`src/common/msg_fifo_pkg.sv`:
```
// constants shared by the message fifo control block and its store buffer
// assumes a single 200 MHz clock domain and a word-wide register port
package msg_fifo_pkg;

	// ****************************************
	// register indexes
	// ****************************************
	localparam logic CTRL_IDX = 1'b0;
	localparam logic STAT_IDX = 1'b1;

	// ****************************************
	// control word fields
	// ****************************************
	localparam int DEPTH_LSB = 24;
	localparam int DEPTH_W = 5;
	localparam int RESET_REQ_BIT = 10;
	localparam int SEND_REQ_BIT = 9;
	localparam int ADVANCE_BIT = 8;
	localparam int DIRECTION_BIT = 7;
	localparam int REMOTE_REPLY_BIT = 6;
	localparam int STAMP_EN_BIT = 5;
	localparam int IE_LSB = 0;
	localparam int IE_W = 5;

	// ****************************************
	// status word fields
	// ****************************************
	localparam int INDEX_LSB = 8;
	localparam int OUTCOME_LSB = 5;
	localparam int EXHAUSTED_BIT = 4;
	localparam int OVERFLOW_BIT = 3;
	localparam int EMPTY_FULL_BIT = 2;
	localparam int HALF_BIT = 1;
	localparam int ROOM_DATA_BIT = 0;

	// ****************************************
	// values after reset
	// ****************************************
	localparam logic RST_RESET_REQ = 1'b1;
	localparam logic RST_SEND_REQ = 1'b0;
	localparam logic RST_DIRECTION = 1'b0;
	localparam logic RST_REMOTE_REPLY = 1'b0;
	localparam logic RST_STAMP_EN = 1'b0;
	localparam logic [4:0] RST_IE = 5'h00;
	localparam logic [4:0] RST_DEPTH_CODE = 5'h00;

	// ****************************************
	// store buffer shape
	// ****************************************
	localparam int STAMP_W = 32;
	localparam int SLOT_W = 5;
	localparam int STORE_W = STAMP_W + SLOT_W + 1;
	localparam int BUF_DEPTH = 4;

endpackage

```
`src/rtl/msg_buf.sv`:
```
// small valid/ready fifo holding pending message store commands
// assumes source and sink on the same clock; read data from register array
`timescale 1ns/1ps
module msg_buf #(
	parameter int WIDTH = 38,
	parameter int DEPTH = 4
) (
	input wire logic clock,
	input wire logic rst_n,
	input wire logic in_valid,
	input wire logic [WIDTH-1:0] in_data,
	output logic in_ready,
	output logic out_valid,
	output logic [WIDTH-1:0] out_data,
	input wire logic out_ready
);
	localparam int AW = (DEPTH > 1) ? $clog2(DEPTH) : 1;
	localparam int CW = $clog2(DEPTH + 1);
	localparam logic [AW-1:0] LAST = AW'(DEPTH - 1);
	localparam logic [CW-1:0] FULLC = CW'(DEPTH);

	logic [WIDTH-1:0] mem_r [DEPTH];
	logic [AW-1:0] wr_ptr_r;
	logic [AW-1:0] rd_ptr_r;
	logic [CW-1:0] cnt_r;
	logic push;
	logic pop;

	function automatic logic [AW-1:0] step(input logic [AW-1:0] p);
		step = (p == LAST) ? '0 : p + 1'b1;
	endfunction

	assign in_ready = (cnt_r != FULLC);
	assign out_valid = (cnt_r != '0);
	assign push = in_valid && in_ready;
	assign pop = out_valid && out_ready;
	assign out_data = mem_r[rd_ptr_r];

	// ****************************************
	// storage, no reset needed on data
	// ****************************************
	always_ff @(posedge clock) begin
		if (push) begin
			mem_r[wr_ptr_r] <= in_data;
		end
	end

	always_ff @(posedge clock or negedge rst_n) begin
		if (!rst_n) begin
			wr_ptr_r <= '0;
			rd_ptr_r <= '0;
			cnt_r <= '0;
		end else begin
			if (push) begin
				wr_ptr_r <= step(wr_ptr_r);
			end
			if (pop) begin
				rd_ptr_r <= step(rd_ptr_r);
			end
			if (push && !pop) begin
				cnt_r <= cnt_r + 1'b1;
			end else if (pop && !push) begin
				cnt_r <= cnt_r - 1'b1;
			end
		end
	end
endmodule

```
`src/rtl/msg_fifo_ctrl.sv`:
```
// control and status logic of one configurable message fifo
// assumes an spi front end issuing word writes/reads and a protocol engine
// Behaviour
// - writing reset request clears the fifo; hardware drops the bit afterwards
// - reset request stays set in configuration mode, clears in normal mode
// - send request starts transmit; self-clears only after last queued message sent
// - host writing send request to zero while one asks for abort
// - in receive mode send request writes do nothing
// - transmit advance moves head one slot, committing the written message
// - receive advance moves tail one slot, releasing the read message
// - direction bit one is transmit, zero is receive
// - remote request with auto reply enabled sets send request
// - time stamp enable marks each stored received message for a stamp
// - direction and stamp enable accept writes only in configuration mode
// - five enables gate the five fifo flags onto the request output
// - message index is next transmit slot or next receive slot
// - outcome bits report abort, lost arbitration and bus error
// - outcome bits clear on send request set or host writing zero
// - outcome bits load only on completion or abort; fifo reset clears them
// - attempts exhausted flag pends in transmit, reads zero in receive
// - overflow flag sets on receive overflow, reads zero in transmit
// - empty or full flag: transmit empty, receive full
// - half flag: transmit at most half, receive at least half
// - room or data flag: transmit not full, receive not empty
// - depth code plus one gives depth in messages
`timescale 1ns/1ps
module msg_fifo_ctrl (
	input wire logic clock,
	input wire logic rst_n,
	input wire logic config_mode,
	input wire logic reg_wr,
	input wire logic reg_rd,
	input wire logic reg_sel,
	input wire logic [31:0] reg_wdata,
	output logic [31:0] reg_rdata,
	output logic reg_rvalid,
	input wire logic tx_done,
	input wire logic tx_abort_done,
	input wire logic tx_lost_arb,
	input wire logic tx_bus_err,
	input wire logic tx_attempts_out,
	input wire logic rtr_received,
	output logic tx_request,
	output logic tx_abort_req,
	output logic [4:0] msg_index,
	input wire logic rx_msg_valid,
	input wire logic [31:0] rx_stamp,
	output logic rx_msg_ready,
	output logic store_valid,
	input wire logic store_ready,
	output logic [4:0] store_slot,
	output logic store_stamp_en,
	output logic [31:0] store_stamp,
	output logic irq_req
);
	// ****************************************
	// state
	// ****************************************
	logic reset_req_r;
	logic send_req_r;
	logic abort_req_r;
	logic direction_r;
	logic remote_reply_r;
	logic stamp_en_r;
	logic [4:0] ie_r;
	logic [4:0] depth_code_r;
	logic [4:0] head_r;
	logic [4:0] tail_r;
	logic [5:0] count_r;
	logic [2:0] outcome_r;
	logic exhausted_r;
	logic overflow_r;

	logic ctl_wr;
	logic st_wr;
	logic tx_mode;
	logic [5:0] depth;
	logic full;
	logic empty;
	logic do_fifo_reset_request;
	logic host_adv;
	logic tx_commit;
	logic rx_release;
	logic rx_push;
	logic rx_over;
	logic tx_sent;
	logic set_sr;
	logic host_abort;
	logic inc_head;
	logic inc_tail;
	logic [4:0] flags;
	logic [31:0] status_word;
	logic [31:0] control_word;
	logic buf_in_ready;

	function automatic logic [4:0] wrap(input logic [4:0] p, input logic [4:0] code);
		wrap = (p == code) ? 5'h00 : p + 5'h01;
	endfunction

	// ****************************************
	// decode
	// ****************************************
	assign ctl_wr = reg_wr && (reg_sel == msg_fifo_pkg::CTRL_IDX);
	assign st_wr = reg_wr && (reg_sel == msg_fifo_pkg::STAT_IDX);
	assign tx_mode = direction_r;
	assign depth = {1'b0, depth_code_r} + 6'h01;
	assign full = (count_r == depth);
	assign empty = (count_r == 6'h00);
	assign do_fifo_reset_request = reset_req_r && !config_mode;
	assign host_adv = ctl_wr && reg_wdata[msg_fifo_pkg::ADVANCE_BIT] && !do_fifo_reset_request;
	assign tx_commit = tx_mode && host_adv && !full;
	assign rx_release = !tx_mode && host_adv && !empty;
	assign rx_push = !tx_mode && rx_msg_valid && buf_in_ready && !full && !do_fifo_reset_request;
	// a full receive fifo drops the frame rather than stalling the engine
	assign rx_over = !tx_mode && rx_msg_valid && full && !do_fifo_reset_request;
	assign rx_msg_ready = !tx_mode && (buf_in_ready || full);
	assign tx_sent = tx_mode && tx_done && !empty && !do_fifo_reset_request;
	assign host_abort = tx_mode && ctl_wr && send_req_r
		&& !reg_wdata[msg_fifo_pkg::SEND_REQ_BIT];
	assign set_sr = tx_mode && !do_fifo_reset_request
		&& ((ctl_wr && reg_wdata[msg_fifo_pkg::SEND_REQ_BIT])
		|| (rtr_received && remote_reply_r));
	assign inc_head = tx_commit || rx_push;
	assign inc_tail = tx_sent || rx_release;

	// ****************************************
	// engine side
	// ****************************************
	assign tx_request = tx_mode && send_req_r && !empty && !abort_req_r;
	assign tx_abort_req = abort_req_r;
	assign msg_index = tx_mode ? tail_r : head_r;

	// ****************************************
	// fifo status flags
	// ****************************************
	always_comb begin
		flags = 5'h00;
		if (tx_mode) begin
			flags[4] = exhausted_r;
			flags[2] = empty;
			flags[1] = ({count_r, 1'b0} <= {1'b0, depth});
			flags[0] = !full;
		end else begin
			flags[3] = overflow_r;
			flags[2] = full;
			flags[1] = ({count_r, 1'b0} >= {1'b0, depth});
			flags[0] = !empty;
		end
	end

	always_comb begin
		status_word = 32'h0000_0000;
		status_word[msg_fifo_pkg::INDEX_LSB +: 5] = msg_index;
		status_word[msg_fifo_pkg::OUTCOME_LSB +: 3] = outcome_r;
		status_word[msg_fifo_pkg::EXHAUSTED_BIT:0] = flags;
	end

	always_comb begin
		control_word = 32'h0000_0000;
		control_word[msg_fifo_pkg::DEPTH_LSB +: msg_fifo_pkg::DEPTH_W] = depth_code_r;
		control_word[msg_fifo_pkg::RESET_REQ_BIT] = reset_req_r;
		control_word[msg_fifo_pkg::SEND_REQ_BIT] = send_req_r;
		control_word[msg_fifo_pkg::DIRECTION_BIT] = direction_r;
		control_word[msg_fifo_pkg::REMOTE_REPLY_BIT] = remote_reply_r;
		control_word[msg_fifo_pkg::STAMP_EN_BIT] = stamp_en_r;
		control_word[msg_fifo_pkg::IE_LSB +: msg_fifo_pkg::IE_W] = ie_r;
	end

	// ****************************************
	// register port
	// ****************************************
	always_ff @(posedge clock or negedge rst_n) begin
		if (!rst_n) begin
			reg_rdata <= 32'h0000_0000;
			reg_rvalid <= 1'b0;
		end else begin
			reg_rvalid <= reg_rd;
			if (reg_rd) begin
				reg_rdata <= (reg_sel == msg_fifo_pkg::CTRL_IDX) ? control_word : status_word;
			end
		end
	end

	// ****************************************
	// configuration; direction, stamp enable and depth locked outside configuration mode, remote reply and enables always writable
	// ****************************************
	always_ff @(posedge clock or negedge rst_n) begin
		if (!rst_n) begin
			direction_r <= msg_fifo_pkg::RST_DIRECTION;
			stamp_en_r <= msg_fifo_pkg::RST_STAMP_EN;
			depth_code_r <= msg_fifo_pkg::RST_DEPTH_CODE;
		end else if (ctl_wr && config_mode) begin
			direction_r <= reg_wdata[msg_fifo_pkg::DIRECTION_BIT];
			stamp_en_r <= reg_wdata[msg_fifo_pkg::STAMP_EN_BIT];
			depth_code_r <= reg_wdata[msg_fifo_pkg::DEPTH_LSB +: msg_fifo_pkg::DEPTH_W];
		end
	end

	always_ff @(posedge clock or negedge rst_n) begin
		if (!rst_n) begin
			remote_reply_r <= msg_fifo_pkg::RST_REMOTE_REPLY;
			ie_r <= msg_fifo_pkg::RST_IE;
		end else if (ctl_wr) begin
			remote_reply_r <= reg_wdata[msg_fifo_pkg::REMOTE_REPLY_BIT];
			ie_r <= reg_wdata[msg_fifo_pkg::IE_LSB +: msg_fifo_pkg::IE_W];
		end
	end

	// ****************************************
	// fifo reset request
	// ****************************************
	always_ff @(posedge clock or negedge rst_n) begin
		if (!rst_n) begin
			reset_req_r <= msg_fifo_pkg::RST_RESET_REQ;
		end else if (config_mode) begin
			reset_req_r <= 1'b1;
		end else if (ctl_wr && reg_wdata[msg_fifo_pkg::RESET_REQ_BIT]) begin
			reset_req_r <= 1'b1;
		end else if (do_fifo_reset_request) begin
			reset_req_r <= 1'b0;
		end
	end

	// ****************************************
	// pointers and occupancy
	// ****************************************
	always_ff @(posedge clock or negedge rst_n) begin
		if (!rst_n) begin
			head_r <= 5'h00;
			tail_r <= 5'h00;
			count_r <= 6'h00;
		end else if (do_fifo_reset_request) begin
			head_r <= 5'h00;
			tail_r <= 5'h00;
			count_r <= 6'h00;
		end else begin
			if (inc_head) begin
				head_r <= wrap(head_r, depth_code_r);
			end
			if (inc_tail) begin
				tail_r <= wrap(tail_r, depth_code_r);
			end
			if (inc_head && !inc_tail) begin
				count_r <= count_r + 6'h01;
			end else if (inc_tail && !inc_head) begin
				count_r <= count_r - 6'h01;
			end
		end
	end

	// ****************************************
	// send request and abort
	// ****************************************
	always_ff @(posedge clock or negedge rst_n) begin
		if (!rst_n) begin
			send_req_r <= msg_fifo_pkg::RST_SEND_REQ;
		end else if (do_fifo_reset_request) begin
			send_req_r <= 1'b0;
		end else if (set_sr) begin
			send_req_r <= 1'b1; // set wins over any same-cycle clear except a fifo reset
		end else if (host_abort || (tx_mode && tx_abort_done)) begin
			send_req_r <= 1'b0;
		end else if (tx_sent && count_r == 6'h01 && !tx_commit) begin
			send_req_r <= 1'b0;
		end
	end

	always_ff @(posedge clock or negedge rst_n) begin
		if (!rst_n) begin
			abort_req_r <= 1'b0;
		end else if (do_fifo_reset_request || ((tx_abort_done || tx_done) && !host_abort)) begin
			abort_req_r <= 1'b0;
		end else if (host_abort) begin
			abort_req_r <= 1'b1;
		end
	end

	// ****************************************
	// transmit outcome
	// ****************************************
	always_ff @(posedge clock or negedge rst_n) begin
		if (!rst_n) begin
			outcome_r <= 3'h0;
		end else if (do_fifo_reset_request) begin
			outcome_r <= 3'h0;
		end else if (tx_mode && tx_abort_done) begin
			outcome_r <= {1'b1, tx_lost_arb, tx_bus_err};
		end else if (tx_sent) begin
			outcome_r <= {1'b0, tx_lost_arb, tx_bus_err};
		end else if (set_sr) begin
			outcome_r <= 3'h0;
		end else if (st_wr) begin
			outcome_r <= outcome_r & reg_wdata[msg_fifo_pkg::OUTCOME_LSB +: 3];
		end
	end

	always_ff @(posedge clock or negedge rst_n) begin
		if (!rst_n) begin
			exhausted_r <= 1'b0;
		end else if (do_fifo_reset_request) begin
			exhausted_r <= 1'b0;
		end else if (tx_mode && tx_attempts_out) begin
			exhausted_r <= 1'b1;
		end else if (st_wr && !reg_wdata[msg_fifo_pkg::EXHAUSTED_BIT]) begin
			exhausted_r <= 1'b0;
		end
	end

	always_ff @(posedge clock or negedge rst_n) begin
		if (!rst_n) begin
			overflow_r <= 1'b0;
		end else if (do_fifo_reset_request) begin
			overflow_r <= 1'b0;
		end else if (rx_over) begin
			overflow_r <= 1'b1;
		end else if (st_wr && !reg_wdata[msg_fifo_pkg::OVERFLOW_BIT]) begin
			overflow_r <= 1'b0;
		end
	end

	// ****************************************
	// enabled flags onto the request line
	// ****************************************
	always_ff @(posedge clock or negedge rst_n) begin
		if (!rst_n) begin
			irq_req <= 1'b0;
		end else begin
			irq_req <= |(flags & ie_r);
		end
	end

	// ****************************************
	// store buffer toward message ram
	// ****************************************
	// stamp enable travels with each store, so a later config change cannot
	// retag a frame already queued
	msg_buf #(
		.WIDTH(msg_fifo_pkg::STORE_W),
		.DEPTH(msg_fifo_pkg::BUF_DEPTH)
	) u_buf (
		.clock(clock),
		.rst_n(rst_n),
		.in_valid(rx_push),
		.in_data({stamp_en_r, head_r, rx_stamp}),
		.in_ready(buf_in_ready),
		.out_valid(store_valid),
		.out_data({store_stamp_en, store_slot, store_stamp}),
		.out_ready(store_ready)
	);
endmodule

```
`config.mk`:
```
export PLATFORM = sky130hd
export DESIGN_NAME = msg_fifo_ctrl
export DESIGN_NICKNAME = d
export VERILOG_FILES = /design/src/common/msg_fifo_pkg.sv /design/src/rtl/msg_buf.sv /design/src/rtl/msg_fifo_ctrl.sv
export SDC_FILE = /design/constraint.sdc
export NUM_CORES = 1
export LEC_CHECK = 0
export BUFFER_PORTS_ARGS = -buffer_cell sky130_fd_sc_hd__buf_2
export CAP_MARGIN = 10
export CORE_AREA = 2 2 133 135
export DETAILED_ROUTE_END_ITERATION = 8
export DIE_AREA = 0 0 135 137
export GPL_TIMING_DRIVEN = 0
export PLACE_DENSITY = 0.78
export SLEW_MARGIN = 20
export SYNTH_ARGS = -nofsm -noshare
export SYNTH_HDL_FRONTEND = slang
export SYNTH_SLANG_ARGS = --single-unit
```
`constraint.sdc`:
```
create_clock -name clock -period 4.1 [get_ports clock]
set_input_delay 0.205 -clock clock [delete_from_list [all_inputs] [get_ports clock]]
set_output_delay 0.205 -clock clock [all_outputs]
set_load 0.02 [all_outputs]
```
Word level (Yosys, flattened, before mapping)

Memories as Yosys holds them, arrays and structs flattened.
Cells that the tools add are included.

Flip-flop bits (word level): 78
Bits in latches: 0
RAM bits: 152
Bits in read-only memories: 0
Input port bits: 78
Output and inout port bits: 81
Word-level logic and storage cells: 161
Memories: 1

Memory list:

| name        | words | width | rd ports | clocked after Yosys merged registers in | wr ports | line          | source |
|---|---|---|---|---|---|---|---|
| u_buf.mem_r | 4     | 38    | 1        | 0                                       | 1        | msg_buf.sv:22 | `logic [WIDTH-1:0] mem_r [DEPTH];` |

Add/subtract/negate cells: 9
Multiply operators: 0
Div/mod/pow operators: 0
$lt $le $gt $ge: 2
Equality and inequality tests: 7
Shift operators: 0
Mux-type cells: 40
Bitwise gates (word level): 3
Reductions and logical operators: 79

Operator list:

| operator            | number |
|---|---|
| $logic_and 1x1->1   | 44 |
| $mux 5              | 7 |
| $mux 29             | 1 |
| $mux 3              | 8 |
| $mux 1              | 19 |
| $mux 6              | 3 |
| $logic_not 1->1     | 15 |
| $reduce_bool 3->1   | 5 |
| $add 5x1->5 const B | 2 |
| $eq 5x5->1          | 2 |
| $reduce_bool 2->1   | 4 |
| $ge 7x6->1          | 1 |
| $le 7x6->1          | 1 |
| $logic_or 1x1->1    | 7 |
| $add 5x1->6 const B | 1 |
| $add 6x1->6 const B | 1 |
| $eq 6x1->1 const B  | 1 |
| $eq 6x6->1          | 1 |
| $logic_not 6->1     | 1 |
| $sub 6x1->6 const B | 1 |
| $and 5x5->5         | 1 |
| $reduce_bool 5->1   | 1 |
| $reduce_or 5->1     | 1 |
| $add 2x1->2 const B | 2 |
| other kinds (8)     | 10 |

Logic depth before layout (Yosys ltp)

Depth in word-level cells: 12
Depth in mapped cells: 12
Depth with buffers taken out: 11

Hierarchy

A second synthesis with hierarchy kept.

Cell total of the unflattened synthesis: 616
Area, all modules: 9606.7 um^2

Modules (own cells, without submodules):

| module        | times used | cells each | area an instance (um^2) | sequential area each (um^2) |
|---|---|---|---|---|
| msg_buf       | 1          | 236        | 5970.7                  | 4739.5 |
| msg_fifo_ctrl | 1          | 380        | 3636.0                  | 1427.6 |

Least setup slack after synthesis

OpenSTA, ideal clock, no wires.

Path type: reg2reg
From: register depth_code_r[1]
To: memory u_buf.mem_r[3][0], enable pin
Library setup time: 399 ps
Arrival time: 2730 ps
Data required time: 3701 ps
Slack: 971 ps
Stages on the path, launching flop included: 8
Buffers on the path: 1
Period minus slack after synthesis: 3129 ps
Path through: dfrtp_1 > ha_1 > and3_1 > xnor3_1 > o211a_4 > buf_4 > nor3_2 > and2_1

Longest elaborated chain between the ends: 8

RTL lines:

| item                            | line                 | source |
|---|---|---|
| start: declaration              | msg_fifo_ctrl.sv:66  | `logic [4:0] depth_code_r;` |
| start signal: assignment        | msg_fifo_ctrl.sv:191 | `depth_code_r <= msg_fifo_pkg::RST_DEPTH_CODE;` |
| start signal: assignment        | msg_fifo_ctrl.sv:195 | `depth_code_r <= reg_wdata[msg_fifo_pkg::DEPTH_LSB +: msg_fifo_pkg::DEPTH_W];` |
| $add 5x1->6                     | msg_fifo_ctrl.sv:106 | `assign depth = {1'b0, depth_code_r} + 6'h01;` |
| $eq 6x6->1                      | msg_fifo_ctrl.sv:107 | `assign full = (count_r == depth);` |
| $logic_not 1->1                 | msg_fifo_ctrl.sv:113 | `assign rx_push = !tx_mode && rx_msg_valid && buf_in_ready && !full && !do_fifo_reset_request;` |
| $logic_and 1x1->1 (2 in series) | msg_fifo_ctrl.sv:113 |  |
| $logic_and 1x1->1               | msg_buf.sv:35        | `assign push = in_valid && in_ready;` |
| named net u_buf.push            | msg_buf.sv:26        | `logic push;` |
| $mux 1                          | msg_buf.sv:43        | `if (push) begin` |
| $mux 1 (not written as such)    | msg_buf.sv:44        | `mem_r[wr_ptr_r] <= in_data;` |
| end: declaration                | msg_buf.sv:22        |  |

The timed path passes the listed nets, and every way through them passes these cells.

Worst setup path after layout

From: register depth_code_r[1]
To: register u_buf.cnt_r[2]

Longest elaborated chain between the ends: 9
Elaborated cells on any way between the ends: 11
Classes of those cells: add/sub: 1; eq/ne: 1; mux: 1; reduce/logical: 8

RTL lines:

| item                                | line                 | source |
|---|---|---|
| $add 5x1->6 (*)                     | msg_fifo_ctrl.sv:106 |  |
| $eq 6x6->1 (*)                      | msg_fifo_ctrl.sv:107 |  |
| $logic_not 1->1 (*)                 | msg_fifo_ctrl.sv:113 |  |
| $logic_and 1x1->1 (*) (2 in series) | msg_fifo_ctrl.sv:113 |  |
| $logic_and 1x1->1 (*)               | msg_buf.sv:35        |  |
| named net u_buf.push                | msg_buf.sv:26        |  |
| $logic_not 1->1                     | msg_buf.sv:62        | `end else if (pop && !push) begin` |
| $logic_and 1x1->1                   | msg_buf.sv:62        |  |
| $reduce_bool 2->1 (no source line)  | -                    |  |
| end signal: assignment              | msg_buf.sv:61        | `cnt_r <= cnt_r + 1'b1;` |
| end signal: assignment              | msg_buf.sv:63        | `cnt_r <= cnt_r - 1'b1;` |
| end: declaration                    | msg_buf.sv:25        | `logic [CW-1:0] cnt_r;` |

The timed path passes the listed nets; every way through them passes the cells marked *.
A chain may end at the register's enable or synchronous reset.

==> metrics <==
run status=finished clean; final period utilization=approximately 84%; TritonCTS clock tree=yes; Fill cells=1162; FFs w/ async S/R, synth=between 20% and 30%; dpl cells=around 970; final RePlAce weighted congestion=between 0.8 and 0.9; via count=5892; predominant post-synthesis flop cell=edfxtp_1; Sink Count=approximately 220; Yosys cell types=64; CTS resizes=0; WHS=about 0.015 ns; synthesized flop and latch total=216; Worst Setup SP=depth_code_r[1]; post-route clock skew=around 0.010 ns; # H-tree levels=1; post-synthesis mux area share=between 10% and 20%; syn_area_per_cell=roughly 16 um2; Area Growth Syn to Fin=24.8%; peak supply drop=0.344 mV; Crit Reg-Reg Startpoint=depth_code_r[1]; initial core utilization=approximately 55%; total gr overflow=0; Reg clk slew, reported paths=~0.060 ns; fraction of the mapped netlist area in simple logic gates=about 7%; IO Pins=around 160; Final nets=just over 900; hold wc startpoint=tx_abort_done; Hold Path Cell Cnt=3; Mapped Area=9380 um2; critical path type=reg2reg; share of cells above drive strength 1=31.4%; Post-Route WL=approximately 20000 um; ANT nets after route=0; DIE WIDTH=135 um; initial antenna violation count=0; Slew headroom=42.6%; RSZ-0062 raised after global routing=no; clk_lat worst skew=0.49 ns; PwrDens=638 nW/um2; Worst EP required=~4.5 ns; Ys Warns=0; DRC errors left=0; fmax=around 0.29 GHz; FP Rows=between 40 and 50; leading cell type in the layout, fill and taps excluded=edfxtp_1; total track usage=between 20 and 25%; Synth Area in XOR/XNOR=approximately 2.5%; final hold vios=0; Tightest Pin Transition=around 0.86 ns; clock buffer depth=3; Port Buf Inserts=between 100 and 150; utilization after layout=approximately 69%; global-route wire length before repair=~32000 um; setup_tns=0 ns; class of the worst hold path=in2reg; number of synthesized flops with an enable pin=between 150 and 200; Worst Path Max Fanout=10; reg-to-reg setup timing slack=0.66 ns; total iterations of the first detailed-routing run=5; Lkg Pwr=approximately 4.6 nW; Max Slew Vio Count=0; crit path capture type=flip-flop; largest net degree at the start of global routing=between 60 and 70; R2R Path End=u_buf.cnt_r[2]; Reg2Reg Depth=12; Die ar.=approximately 18000 um2; root buf cell=clkbuf_16; Syn Inst Count=596; core area=~17000 um2; Adder-Cell Fraction of Synth Area=between 2 and 3%; post-synthesis sequential area ratio=around two thirds; largest family of logic cells by synthesized area=multiplexers; total power=approximately 7.5 mW; most frequent cells in the layout=152 x edfxtp_1, 133 x buf_2, 63 x dfrtp_1; WHS Endpoint=outcome_r[2]; CP Data Arrival Time=roughly 3.9 ns; Vias/cell=5.57; complex-gate fraction of the synthesized area=slightly above 6%; DR iter-0 viols=between 400 and 500; ant diodes=0; number of global-route vias before repair=~6.2k; MaxCap Viol Count=0; Inserted Clock Buffers=22; final HPWL from detailed placement=13600 um; routed len/inst=around 19 um; Die Y=~140 um; fin crit period=between 3 and 4 ns; Worst setup SP type=flip-flop; final std cells w/o fill=around 1.1k; Final setup viols=0
==> cells by family after synthesis <==
kind of cell / count (synthesis)
buffers and inverters: 65
multiplexers: 70
other: 1
XOR/XNOR: 23
flip-flops: 216
AND/OR/NAND/NOR: 118
AO/OA/AOI/OAI: 84
adder cells (fa/ha/maj): 19
==> cell usage after synthesis, types with 6 or more instances <==
library cell / number / area share (%)
a21o_1: 6 / 0.48
a21oi_1: 14 / 0.75
and2_1: 6 / 0.40
buf_1: 6 / 0.24
buf_2: 6 / 0.32
buf_4: 16 / 1.3
clkbuf_1: 14 / 0.56
dfrtp_1: 63 / 17
edfxtp_1: 152 / 49
ha_1: 18 / 2.4
inv_1: 22 / 0.88
mux2_2: 20 / 2.4
mux2i_1: 12 / 1.3
mux4_2: 38 / 9.1
nand2_1: 22 / 0.88
nand3_1: 16 / 0.85
nand3b_1: 7 / 0.56
nor2_1: 28 / 1.1
nor2b_1: 6 / 0.40
o21ai_0: 29 / 1.5
xnor2_1: 12 / 1.1
xor2_1: 9 / 0.84
==> final cells by class <==
| type | instances | area (um2) | share of cell area, % |
|---|---|---|---|
| Multi-Input combinational cell | 328 | 2950 | 25.2 |
| Timing Repair Buffer | 184 | 1260 | 10.8 |
| Sequential cell | 216 | 6170 | 52.7 |
| Buffer | 43 | 236 | 2.02 |
| Clock inverter | 12 | 133 | 1.13 |
| Inverter | 22 | 82.6 | 0.705 |
| Clock buffer | 27 | 601 | 5.13 |
| Tap cell | 225 | 282 | 2.40 |
==> critical path, stage by stage, from the launching register on <==
cell     delay (ns)
dfrtp_1        0.53
ha_1           0.28
and3_1         0.22
xnor3_1        0.26
o211a_4        0.19
buf_4          0.18
nor3_2         0.49
ha_1           0.30
inv_1          0.06
fa_1           0.38
xor2_1         0.17
nor2_1         0.12
xor2_1         0.17
==> timing repair <==
item / 4_1_cts / 5_1_grt
hold endpoints to repair: 209 / 0
hold buffers: 52 / 0
endpoints found under the setup margin: 0 / 0
buffers inserted: 0 / 0
==> power breakdown <==
group	switching, mW	internal (mW)	total [mW]
combinational	1.44	1.09	2.54
sequential	0.231	2.69	2.92
clock	0.785	1.22	2.01
total	2.46	5.01	7.46
==> flip-flops by register name, indices dropped and copies added, names as in the netlist, 2 cells and up <==
signal / flops
u_buf.rd_ptr_r: 2
u_buf.mem_r: 152
outcome_r: 3
reg_rdata: 18
depth_code_r: 5
tail_r: 5
ie_r: 5
u_buf.wr_ptr_r: 2
u_buf.cnt_r: 3
head_r: 5
count_r: 6
==> worst max-delay path by stage <==
stage / end / slack [ns] / depth (start not counted)
2_1_floorplan: u_buf.mem_r[3][0] / 0.97 / 7
3_3_place_gp: u_buf.mem_r[1][10] / 0.03 / 7
3_5_place_dp: u_buf.cnt_r[2] / 0.73 / 12
4_1_cts: u_buf.cnt_r[2] / 0.70 / 12
5_1_grt: u_buf.cnt_r[2] / 0.43 / 12
6_report: u_buf.cnt_r[2] / 0.66 / 12
==> through the flow <==
stage                     worst slack (ns)  cell area (um2)
after floorplan                      0.971             9430
after global placement              0.0274            10400
after detailed placement             0.732            10500
after CTS                            0.695            11700
after global routing                 0.432            11700
final                                0.664            11700
==> metal layers <==
metal,vias to the layer above,wire [um],GRT usage (%)
li1,2697,-,-
met1,2920,8040,28.2
met2,239,10500,40.6
met3,36,1300,3.63
met4,0,495,6.37
met5,-,0,0
Note: power is estimated with default switching activity, not from simulation.
